`config.mk`:
```
export PLATFORM = sky130hd
export DESIGN_NAME = fss_regs
export DESIGN_NICKNAME = d
export VERILOG_FILES = /design/src/verilog/fss_pkg.sv /design/src/verilog/fss_unit_tick.sv /design/src/verilog/fss_regs.sv
export SDC_FILE = /design/constraint.sdc
export NUM_CORES = 1
export LEC_CHECK = 0
export ABC_AREA = 1
export ABC_CLOCK_PERIOD_IN_PS = 6400
export BUFFER_PORTS_ARGS = -buffer_cell sky130_fd_sc_hd__buf_2
export CAP_MARGIN = 15
export CORE_MARGIN = 1
export CORE_UTILIZATION = 65
export CTS_BUF_LIST = sky130_fd_sc_hd__clkbuf_8
export DETAILED_ROUTE_END_ITERATION = 16
export PLACE_DENSITY = 0.86
export SLEW_MARGIN = 5
export SYNTH_ARGS = -nofsm -noshare
export SYNTH_HDL_FRONTEND = slang
export SYNTH_SLANG_ARGS = --single-unit
```
`constraint.sdc`:
```
create_clock -name aclk -period 6.4 [get_ports aclk]
set_input_delay 1.92 -clock aclk [delete_from_list [all_inputs] [get_ports aclk]]
set_output_delay 1.92 -clock aclk [all_outputs]
set_load 0.05 [all_outputs]
```
`src/verilog/fss_pkg.sv`:
```
// package: register map, field positions and carrier types of the frame sync status block
package fss_pkg;

  // ------------------------------------------------------------
  // bus geometry
  // ------------------------------------------------------------
  localparam int FSS_ADDR_W = 8;
  localparam int FSS_DATA_W = 32;
  localparam logic [1:0] FSS_RESP_OKAY = 2'h0;
  localparam logic [1:0] FSS_RESP_SLVERR = 2'h2;

  // ------------------------------------------------------------
  // register indices (byte address is four times the index)
  // ------------------------------------------------------------
  localparam logic [5:0] FSS_IDX_MULT = 6'h07;
  localparam logic [5:0] FSS_IDX_RST_LEN = 6'h08;
  localparam logic [5:0] FSS_IDX_INTEG = 6'h09;
  localparam logic [5:0] FSS_IDX_INTEG2 = 6'h0a;
  localparam logic [5:0] FSS_IDX_INTEG3 = 6'h0b;
  localparam logic [5:0] FSS_IDX_GAIN = 6'h0c;
  localparam logic [5:0] FSS_IDX_SYNC = 6'h0e;
  localparam logic [5:0] FSS_IDX_RB_MULT = 6'h10;
  localparam logic [5:0] FSS_IDX_RB_RST_LEN = 6'h11;
  localparam logic [5:0] FSS_IDX_RB_INTEG = 6'h12;
  localparam logic [5:0] FSS_IDX_RB_INTEG2 = 6'h13;
  localparam logic [5:0] FSS_IDX_RB_INTEG3 = 6'h14;
  localparam logic [5:0] FSS_IDX_RB_GAIN = 6'h15;
  localparam logic [5:0] FSS_IDX_MODE = 6'h30;
  localparam logic [5:0] FSS_IDX_WIN = 6'h31;
  localparam logic [5:0] FSS_IDX_STAT = 6'h32;

  // ------------------------------------------------------------
  // field positions and reset values
  // ------------------------------------------------------------
  localparam int FSS_SYNC_INTEG_BIT = 3;
  localparam int FSS_SYNC_GAIN_BIT = 4;
  localparam int FSS_SYNC_ROI_BIT = 5;
  localparam int FSS_BLANK_ROI_BIT = 8;
  localparam int FSS_BLANK_SUB_BIT = 9;
  localparam int FSS_LATCH_MODE_BIT = 10;
  localparam int FSS_MODE_ROLLING_BIT = 0;
  localparam int FSS_MODE_SLAVE_BIT = 1;
  localparam int FSS_MODE_TRIG_BIT = 2;
  localparam logic [15:0] FSS_SYNC_RST = 16'h033f;
  localparam logic [15:0] FSS_MULT_RST = 16'h0001;
  localparam logic [15:0] FSS_GAIN_RST = 16'h01e2;

  // ------------------------------------------------------------
  // carrier types
  // ------------------------------------------------------------
  typedef struct packed {
    logic awvalid;
    logic [FSS_ADDR_W-1:0] awaddr;
    logic wvalid;
    logic [FSS_DATA_W-1:0] wdata;
    logic [3:0] wstrb;
    logic bready;
    logic arvalid;
    logic [FSS_ADDR_W-1:0] araddr;
    logic rready;
  } fss_axi_req_t;

  typedef struct packed {
    logic awready;
    logic wready;
    logic bvalid;
    logic [1:0] bresp;
    logic arready;
    logic rvalid;
    logic [FSS_DATA_W-1:0] rdata;
    logic [1:0] rresp;
  } fss_axi_rsp_t;

  typedef struct packed {
    logic [15:0] mult;
    logic [15:0] rst_len;
    logic [15:0] integ;
    logic [15:0] second_slope_integration;
    logic [15:0] third_slope_integration;
  } fss_integ_t;

  typedef struct packed {
    logic [1:0] sub;
    logic [7:0] roi;
  } fss_win_t;

  typedef struct packed {
    logic [15:0] cnt;
  } fss_tick_t;

  typedef struct packed {
    fss_integ_t cfg_integ;
    fss_integ_t live_integ;
    logic [15:0] cfg_gain;
    logic [15:0] live_gain;
    logic [15:0] sync;
    logic [2:0] mode;
    fss_win_t cfg_win;
    fss_win_t live_win;
    logic blank_pend;
    logic frame_blank;
    logic aw_held;
    logic [5:0] aw_idx;
    logic w_held;
    logic [FSS_DATA_W-1:0] wdata;
    logic [3:0] wstrb;
    logic bvalid;
    logic [1:0] bresp;
    logic rvalid;
    logic [FSS_DATA_W-1:0] rdata;
    logic [1:0] rresp;
  } fss_state_t;

endpackage : fss_pkg

```
`src/verilog/fss_unit_tick.sv`:
```
// module: timebase unit divider, one enable pulse per multiplier count
`timescale 1ns/1ns
module fss_unit_tick
  import fss_pkg::*;
(
  input wire logic aclk,
  input wire logic aresetn,
  input wire logic [15:0] mult,
  output logic tick
);

  fss_tick_t s_q;
  fss_tick_t s_d;

  // ------------------------------------------------------------
  // divider
  // ------------------------------------------------------------
  // a multiplier of zero behaves as one: a pulse every cycle
  always_comb begin
    s_d = s_q;
    tick = ({1'b0, s_q.cnt} + 17'h00001) >= {1'b0, mult};
    if (tick) begin
      s_d.cnt = 16'h0000;
    end else begin
      s_d.cnt = s_q.cnt + 16'h0001;
    end
  end

  always_ff @(posedge aclk) begin
    if (!aresetn) begin
      s_q <= '0;
    end else begin
      s_q <= s_d;
    end
  end
endmodule : fss_unit_tick

```
`src/verilog/fss_regs.sv`:
```
// module: frame aligned configuration registers and live status readback over AXI4-Lite
`timescale 1ns/1ns
module fss_regs
  import fss_pkg::*;
(
  input wire logic aclk,
  input wire logic aresetn,
  input wire fss_axi_req_t s_axi_req,
  output fss_axi_rsp_t s_axi_rsp,
  input wire logic frame_start,
  input wire logic frame_overhead_time_start,
  input wire logic integ_start,
  output fss_integ_t live_integ_o,
  output logic [15:0] live_gain_o,
  output fss_win_t live_win_o,
  output logic frame_blank_o,
  output logic unit_tick_o
);

  fss_state_t q;
  fss_state_t d;

  // ------------------------------------------------------------
  // helpers
  // ------------------------------------------------------------
  function automatic logic [15:0] fss_merge(input logic [15:0] old, input logic [31:0] wd, input logic [3:0] st);
    logic [15:0] r;
    r = old;
    if (st[0]) begin
      r[7:0] = wd[7:0];
    end
    if (st[1]) begin
      r[15:8] = wd[15:8];
    end
    return r;
  endfunction : fss_merge

  logic rolling;
  logic slave;
  logic trig_gs_master;
  logic integ_apply;
  logic gain_apply;
  logic win_apply;
  logic blank_now;
  logic aw_take;
  logic w_take;
  logic ar_take;
  logic [5:0] w_idx;
  logic [31:0] w_data;
  logic [3:0] w_strb;
  logic [5:0] r_idx;
  logic [15:0] m16;

  assign rolling = q.mode[FSS_MODE_ROLLING_BIT];
  assign slave = q.mode[FSS_MODE_SLAVE_BIT];
  assign trig_gs_master = q.mode[FSS_MODE_TRIG_BIT] && !slave && !rolling;

  // ------------------------------------------------------------
  // bus handshakes
  // ------------------------------------------------------------
  assign s_axi_rsp.awready = !q.aw_held && !q.bvalid;
  assign s_axi_rsp.wready = !q.w_held && !q.bvalid;
  assign s_axi_rsp.arready = !q.rvalid;
  assign s_axi_rsp.bvalid = q.bvalid;
  assign s_axi_rsp.bresp = q.bresp;
  assign s_axi_rsp.rvalid = q.rvalid;
  assign s_axi_rsp.rdata = q.rdata;
  assign s_axi_rsp.rresp = q.rresp;

  assign aw_take = s_axi_req.awvalid && s_axi_rsp.awready;
  assign w_take = s_axi_req.wvalid && s_axi_rsp.wready;
  assign ar_take = s_axi_req.arvalid && s_axi_rsp.arready;
  assign w_idx = q.aw_held ? q.aw_idx : s_axi_req.awaddr[7:2];
  assign w_data = q.w_held ? q.wdata : s_axi_req.wdata;
  assign w_strb = q.w_held ? q.wstrb : s_axi_req.wstrb;
  assign r_idx = s_axi_req.araddr[7:2];

  // ------------------------------------------------------------
  // update alignment
  // ------------------------------------------------------------
  always_comb begin
    if (!q.sync[FSS_LATCH_MODE_BIT]) begin
      integ_apply = !q.sync[FSS_SYNC_INTEG_BIT] || frame_overhead_time_start;
    end else if (!q.sync[FSS_SYNC_INTEG_BIT]) begin
      integ_apply = 1'b0;
    end else if (trig_gs_master) begin
      integ_apply = integ_start;
    end else begin
      integ_apply = 1'b1;
    end
  end

  assign gain_apply = !q.sync[FSS_SYNC_GAIN_BIT] || frame_start;
  assign win_apply = !q.sync[FSS_SYNC_ROI_BIT] || frame_start;

  always_comb begin
    blank_now = 1'b0;
    if (win_apply) begin
      if (q.cfg_win.roi != q.live_win.roi && q.sync[FSS_BLANK_ROI_BIT]) begin
        blank_now = 1'b1;
      end
      if (q.cfg_win.sub != q.live_win.sub && (rolling || q.sync[FSS_BLANK_SUB_BIT])) begin
        blank_now = 1'b1;
      end
    end
  end

  // ------------------------------------------------------------
  // next state
  // ------------------------------------------------------------
  always_comb begin
    d = q;
    m16 = 16'h0000;

    if (integ_apply) begin
      d.live_integ = q.cfg_integ;
    end
    if (gain_apply) begin
      d.live_gain = q.cfg_gain;
    end
    if (win_apply) begin
      d.live_win = q.cfg_win;
    end
    // a switch that lands on a frame start blanks that frame itself
    if (frame_start) begin
      d.frame_blank = q.blank_pend || blank_now;
      d.blank_pend = 1'b0;
    end else if (blank_now) begin
      d.blank_pend = 1'b1;
    end

    // write channel
    if (aw_take) begin
      d.aw_held = 1'b1;
      d.aw_idx = s_axi_req.awaddr[7:2];
    end
    if (w_take) begin
      d.w_held = 1'b1;
      d.wdata = s_axi_req.wdata;
      d.wstrb = s_axi_req.wstrb;
    end
    if ((q.aw_held || aw_take) && (q.w_held || w_take)) begin
      d.aw_held = 1'b0;
      d.w_held = 1'b0;
      d.bvalid = 1'b1;
      d.bresp = FSS_RESP_OKAY;
      case (w_idx)
        FSS_IDX_MULT: begin
          d.cfg_integ.mult = fss_merge(q.cfg_integ.mult, w_data, w_strb);
        end
        FSS_IDX_RST_LEN: begin
          d.cfg_integ.rst_len = fss_merge(q.cfg_integ.rst_len, w_data, w_strb);
        end
        FSS_IDX_INTEG: begin
          d.cfg_integ.integ = fss_merge(q.cfg_integ.integ, w_data, w_strb);
        end
        FSS_IDX_INTEG2: begin
          d.cfg_integ.second_slope_integration = fss_merge(q.cfg_integ.second_slope_integration, w_data, w_strb);
        end
        FSS_IDX_INTEG3: begin
          d.cfg_integ.third_slope_integration = fss_merge(q.cfg_integ.third_slope_integration, w_data, w_strb);
        end
        FSS_IDX_GAIN: begin
          d.cfg_gain = fss_merge(q.cfg_gain, w_data, w_strb);
        end
        FSS_IDX_SYNC: begin
          d.sync = fss_merge(q.sync, w_data, w_strb);
        end
        FSS_IDX_MODE: begin
          m16 = fss_merge({13'h0000, q.mode}, w_data, w_strb);
          d.mode = m16[2:0];
        end
        FSS_IDX_WIN: begin
          m16 = fss_merge({6'h00, q.cfg_win}, w_data, w_strb);
          d.cfg_win = m16[9:0];
        end
        FSS_IDX_RB_MULT, FSS_IDX_RB_RST_LEN, FSS_IDX_RB_INTEG, FSS_IDX_RB_INTEG2,
        FSS_IDX_RB_INTEG3, FSS_IDX_RB_GAIN, FSS_IDX_STAT: begin
          d.bresp = FSS_RESP_OKAY;
        end
        default: begin
          d.bresp = FSS_RESP_SLVERR;
        end
      endcase
    end
    if (q.bvalid && s_axi_req.bready) begin
      d.bvalid = 1'b0;
    end

    // read channel
    if (ar_take) begin
      d.rvalid = 1'b1;
      d.rresp = FSS_RESP_OKAY;
      d.rdata = '0;
      case (r_idx)
        FSS_IDX_MULT: begin
          d.rdata[15:0] = q.cfg_integ.mult;
        end
        FSS_IDX_RST_LEN: begin
          d.rdata[15:0] = q.cfg_integ.rst_len;
        end
        FSS_IDX_INTEG: begin
          d.rdata[15:0] = q.cfg_integ.integ;
        end
        FSS_IDX_INTEG2: begin
          d.rdata[15:0] = q.cfg_integ.second_slope_integration;
        end
        FSS_IDX_INTEG3: begin
          d.rdata[15:0] = q.cfg_integ.third_slope_integration;
        end
        FSS_IDX_GAIN: begin
          d.rdata[15:0] = q.cfg_gain;
        end
        FSS_IDX_SYNC: begin
          d.rdata[15:0] = q.sync;
        end
        FSS_IDX_MODE: begin
          d.rdata[2:0] = q.mode;
        end
        FSS_IDX_WIN: begin
          d.rdata[9:0] = q.cfg_win;
        end
        FSS_IDX_RB_MULT: begin
          d.rdata[15:0] = (!slave && !rolling) ? q.live_integ.mult : 16'h0000;
        end
        FSS_IDX_RB_RST_LEN: begin
          d.rdata[15:0] = slave ? 16'h0000 : q.live_integ.rst_len;
        end
        FSS_IDX_RB_INTEG: begin
          d.rdata[15:0] = slave ? 16'h0000 : q.live_integ.integ;
        end
        FSS_IDX_RB_INTEG2: begin
          d.rdata[15:0] = slave ? 16'h0000 : q.live_integ.second_slope_integration;
        end
        FSS_IDX_RB_INTEG3: begin
          d.rdata[15:0] = slave ? 16'h0000 : q.live_integ.third_slope_integration;
        end
        FSS_IDX_RB_GAIN: begin
          d.rdata[15:0] = q.live_gain;
        end
        FSS_IDX_STAT: begin
          d.rdata[2:0] = {q.cfg_win != q.live_win, q.cfg_integ != q.live_integ, q.frame_blank};
        end
        default: begin
          d.rresp = FSS_RESP_SLVERR;
        end
      endcase
    end else if (q.rvalid && s_axi_req.rready) begin
      d.rvalid = 1'b0;
    end
  end

  // ------------------------------------------------------------
  // state register
  // ------------------------------------------------------------
  always_ff @(posedge aclk) begin
    if (!aresetn) begin
      q <= '0;
      q.sync <= FSS_SYNC_RST;
      q.cfg_integ.mult <= FSS_MULT_RST;
      q.cfg_gain <= FSS_GAIN_RST;
    end else begin
      q <= d;
    end
  end

  // ------------------------------------------------------------
  // outputs
  // ------------------------------------------------------------
  assign live_integ_o = q.live_integ;
  assign live_gain_o = q.live_gain;
  assign live_win_o = q.live_win;
  assign frame_blank_o = q.frame_blank;

  fss_unit_tick u_tick (
    .aclk(aclk),
    .aresetn(aresetn),
    .mult(q.live_integ.mult),
    .tick(unit_tick_o)
  );
endmodule : fss_regs

```
* Word-level counts from Yosys, hierarchy flattened *
Cells that the tools add are included.

cells by class
  order comparisons = 1
  add/sub/neg operators = 2
  muxes and demuxes = 21
  eq/ne operators = 36
  reductions and logical operators = 53
  bitwise logic cells = 1

operators by type and width
  cell                                                                   number
  7-bit one-hot mux with 14 select lines                                 1
  16-bit 2-to-1 mux                                                      6
  80-bit != test                                                         1
  6-bit one-hot mux with 13 select lines                                 1
  6-bit by 4-bit equality test with 1-bit output, second input constant  12
  6-bit by 5-bit equality test with 1-bit output, second input constant  12
  3-bit AND reduction                                                    17
  3-bit one-hot mux with 16 select lines                                 1
  6-bit equality test, second input constant                             6
  16-bit OR reduction                                                    2
  16-bit by 1-bit adder with 17-bit output, second input constant        1
  17-bit by 16-bit greater-or-equal comparator with 1-bit output         1
  16-bit by 1-bit adder with 16-bit output, second input constant        1
  1-bit logical AND                                                      13
  6-bit by 3-bit equality test with 1-bit output, second input constant  2
  10-bit != test                                                         1
  1-bit logical NOT                                                      9
  1-bit 2-to-1 mux                                                       8
  8-bit != test                                                          1
  2-bit OR reduction                                                     4
  1-bit logical OR                                                       7
  2-bit 2-to-1 mux                                                       3
  6-bit 2-to-1 mux                                                       1
  2-bit != test                                                          1
  other kinds (2)                                                        2

word-level totals
  bits of input ports = 62
  output and inout bits = 149
  flip-flop bits (word level) = 297
  logic and storage cells = 152

* Longest topological paths before layout *
  depth after elaboration = 6
  gate-level depth with buffers = 19

* Modules after synthesis *
Synthesis repeated with hierarchy kept, for this count alone.

unflattened totals
  cells, all modules = 2,214
  area, all modules = 15,401.0 sq um

by module, submodules not included
  module         area an instance (sq um)  times used  cells each
  fss_regs       14,122.3                  1           2,027
  fss_unit_tick  1,278.7                   1           187

* Worst setup path before layout *
No wires, ideal clock.

  path kind = register -> output
  from = register u_tick.s_q[0] (netlist name)
  to = output unit_tick_o
  required time = 4.480 ns
  stages on the path, launching flop included = 15
  arrival time = 2.717 ns
  path buffers = 0
  path slack = 1.763 ns
  cells stage by stage = dfxtp_1 > ha_1 > nand3_1 > nor2_1 > inv_1 > nor4_1 > nand3_1 > xor2_1 > inv_1 > ha_1 > a21oi_1 > o211ai_1 > o21bai_1 > nor2_1 > nand3_1

between the ends
  cells in the longest elaborated chain, start to end = 2

RTL lines
  item                                                            RTL line             text
  from (decl)                                                     fss_unit_tick.sv:12  fss_tick_t s_q;
  from (signal assigned)                                          fss_unit_tick.sv:31  s_q <= '0;
  from (signal assigned)                                          fss_unit_tick.sv:33  s_q <= s_d;
  16-bit by 1-bit adder with 17-bit output                        fss_unit_tick.sv:21  tick = ({1'b0, s_q.cnt} + 17'h00001) >= {1'b0, mult};
  17-bit by 16-bit greater-or-equal comparator with 1-bit output  fss_unit_tick.sv:21
  to (decl)                                                       fss_regs.sv:17       output logic unit_tick_o

Every way passes these cells.

* Worst setup path in the final report *
Ends and elaborated chain as after synthesis.

==> impl_metrics.yaml <==
detailed_routing:
  drcViolationCount: 0
  vias_per_cell: 5.90
  wire_per_inst_um: 19.1
  drt-initial-drc-count: 1858
  via_count: 15100
  drt_wl_total_um: 48700
  ant_nets: 0
  drt_first_pass_iters: 6
clock_network:
  cts_root_buf: "clkbuf_8"
  cts.repair.resized: 0
  clkSlewWorstSetupHoldPaths_ps: 60
  clkLatencyLatePin_ps: 580
  post-cts-setup-buffers: 0
  cts_made_buffers: 49
  cts_tree: "yes"
  holdBufCountCts: 0
  cts_sinks: 295
  cts_htree_levels: 2
  clockBufferDepth: 3
pwr:
  total_leakage_power_uw: 0.00715
  vdd_ir_drop_max_mv: 0.268
  p_per_area_mw_per_mm2: 274
timing:
  skew_ps: 36.7
  tightest_slew_ps: 1110
  grt_setup_unrepaired: "no"
  drv_slew: 0
  finalHoldViolCount: 0
  setup_violations: 0
  slew-limit-headroom_pct: 25.9
  setup_tns_ps: 0
  min_period_ps: 5830
  max_freq_mhz: 172
  period_share_pct: 91.0
placed_design:
  place.gp.congestion: 1.00
  dp_hpwl_um: 34600
  portBuffers: 170
  dpl.cell_count: 2467
finish:
  final_nets: 2284
  drive_above_1_share_pct: 12.3
  final_cells: 2556
  area_delta_synth_final_pct: 5.98
job:
  cap_violations: 0
yosys:
  async_flop_share_pct: 0
  ys.flop_type: "dfxtp_1"
  synth_cells: 2193
  yosys_warnings: 0
  synthesis.area_mm2: 0.0152
  yosysSeqAreaShare_pct: 38.8
  synth-edff-count: 0
  yosysUniqueCellTypes: 46
  synth-seq-cells: 295
  avgSynthCellArea_um2: 6.94
status:
  outcome: "complete, no violations"
worst_hold_path:
  worst_hold_path_type: "reg -> reg"
setup_path:
  cp-end-kind: "primary output"
  arrival_ps: 3910
  critical_path_required_ps: 4480
  cp_max_fo: 4
  critical_path_class: "reg -> out"
  crit_path_start_kind: "flop"
floorplanning:
  rows: 55
  pin_count: 211
  floorplan.die_area_mm2: 0.0240
  core_area_mm2: 0.0228
  start_util_pct: 66.8
  fp.dieH_um: 155
  die_w_um: 155
global_routing:
  grt_pass1_wl_um: 73800
  grt_pass1_vias: 13500
  grt_usage_pct: 40.1
  antenna_found_initial: 1
  grt_start_max_net_pins: 126
  grt-ovfl-total: 0
## logic make-up (layout without fill, tap and decap cells)
family          Yosys count  in the layout  synth area share [%]
compound gates          608            608                  20.9
xor+xnor                 53             53                  3.05
fa+ha+maj                17             17                  1.40
buf+inv                 481            513                  15.7
flops                   295            295                  38.8
other cells               1             19                0.0246
simple gates            738            738                  20.1
## worst paths after layout
kind | end | slack [ps] | from | depth (start not counted)
min reg2reg | q[113] | 450 | q[113] | 2
min | q[113] | 450 | q[113] | 2
max | unit_tick_o | 570 | u_tick.s_q[0] | 16
max reg2reg | u_tick.s_q[13] | 2510 | u_tick.s_q[0] | 15
## synthesized netlist by cell type, drive strengths merged, types with 2 or more instances
cell,count,share of area (%)
a211oi,3,0.15
nor4,2,0.082
o211ai,7,0.35
xnor2,20,1.2
o22ai,46,1.9
nand3,63,2.2
ha,17,1.4
clkinv,4,0.099
o221ai,5,0.29
nor2,211,5.4
o21a,2,0.099
inv,244,6.0
a21oi,250,8.2
clkbuf,71,1.8
o31ai,4,0.20
or2,4,0.16
buf,162,7.9
xor2,33,1.9
nor3,32,1.2
nand4,21,0.90
o21ai,283,9.4
o21bai,2,0.099
o2111ai,2,0.12
dfxtp,295,39
nand2,403,10
## state kept, by name, indices dropped and copies added, names as in the netlist
register and count:
u_tick.s_q 16, live_gain_o 16, frame_blank_o 1, q 152, s_axi_rsp 20, live_win_o 10, live_integ_o 80
## area by class of cell
class,count,area (um^2)
sequential,295,5910
multi-input combinational,1434,7000
fill,1919,6650
inverter,248,931
tap,313,392
clock buffer,66,908
antenna,1,2.50
timing repair buffer,177,906
clock inverter,22,90.1
## routing by layer
metal  part of all wire [%]  track usage (%)  vias to the layer above
met1                     39             52.6                     6862
met2                     43             60.9                     1013
met5                      0                0                        -
li1                       -                -                     7030
met3                     12             8.27                      167
met4                    5.9             24.0                        0
## where the power goes
| group | total [uW] | internal, uW | switching (uW) |
|---|---|---|---|
| registers | 1990 | 1910 | 78.3 |
| clock network | 1680 | 915 | 761 |
| logic | 757 | 174 | 583 |
## worst max-delay path, cell delays in order (launching register included)
cell      delay, ps
dfxtp_1         380
ha_1            210
nand3_1         140
nor2_1          280
inv_1           100
nor4_1          480
nand3_1         170
xor2_1          210
inv_1            60
ha_1            310
nand2_1          50
nand3b_1        170
nor2_1          180
o21a_1          150
nor2_1           50
nand3_1          90
buf_2           270
## cells in the final DEF, fill, tap and decap left out, drive strengths merged, types with 6 or more instances in the layout
master | Yosys | layout
nor2 | 211 | 211
nor3 | 32 | 32
clkbuf | 71 | 66
nand2 | 403 | 403
dfxtp | 295 | 295
xnor2 | 20 | 20
o22ai | 46 | 46
xor2 | 33 | 33
o21ai | 283 | 283
o211ai | 7 | 7
clkinv | 4 | 6
a21oi | 250 | 250
conb | 1 | 18
inv | 244 | 264
nand3 | 63 | 63
ha | 17 | 17
nand4 | 21 | 21
buf | 162 | 177
## metrics by stage
stage	util [%]	setup slack [ps]	total power, uW	area (um^2)	hold WS [ps]
floorplan	-	1760	2620	15300	425
global placement	66.4	1430	2750	15100	438
detailed placement	66.4	1310	2770	15100	441
CTS	70.8	695	4400	16100	450
global route	70.8	248	4570	16100	477
finish	70.8	574	4430	16100	454
(Power assumes the default switching activity.)
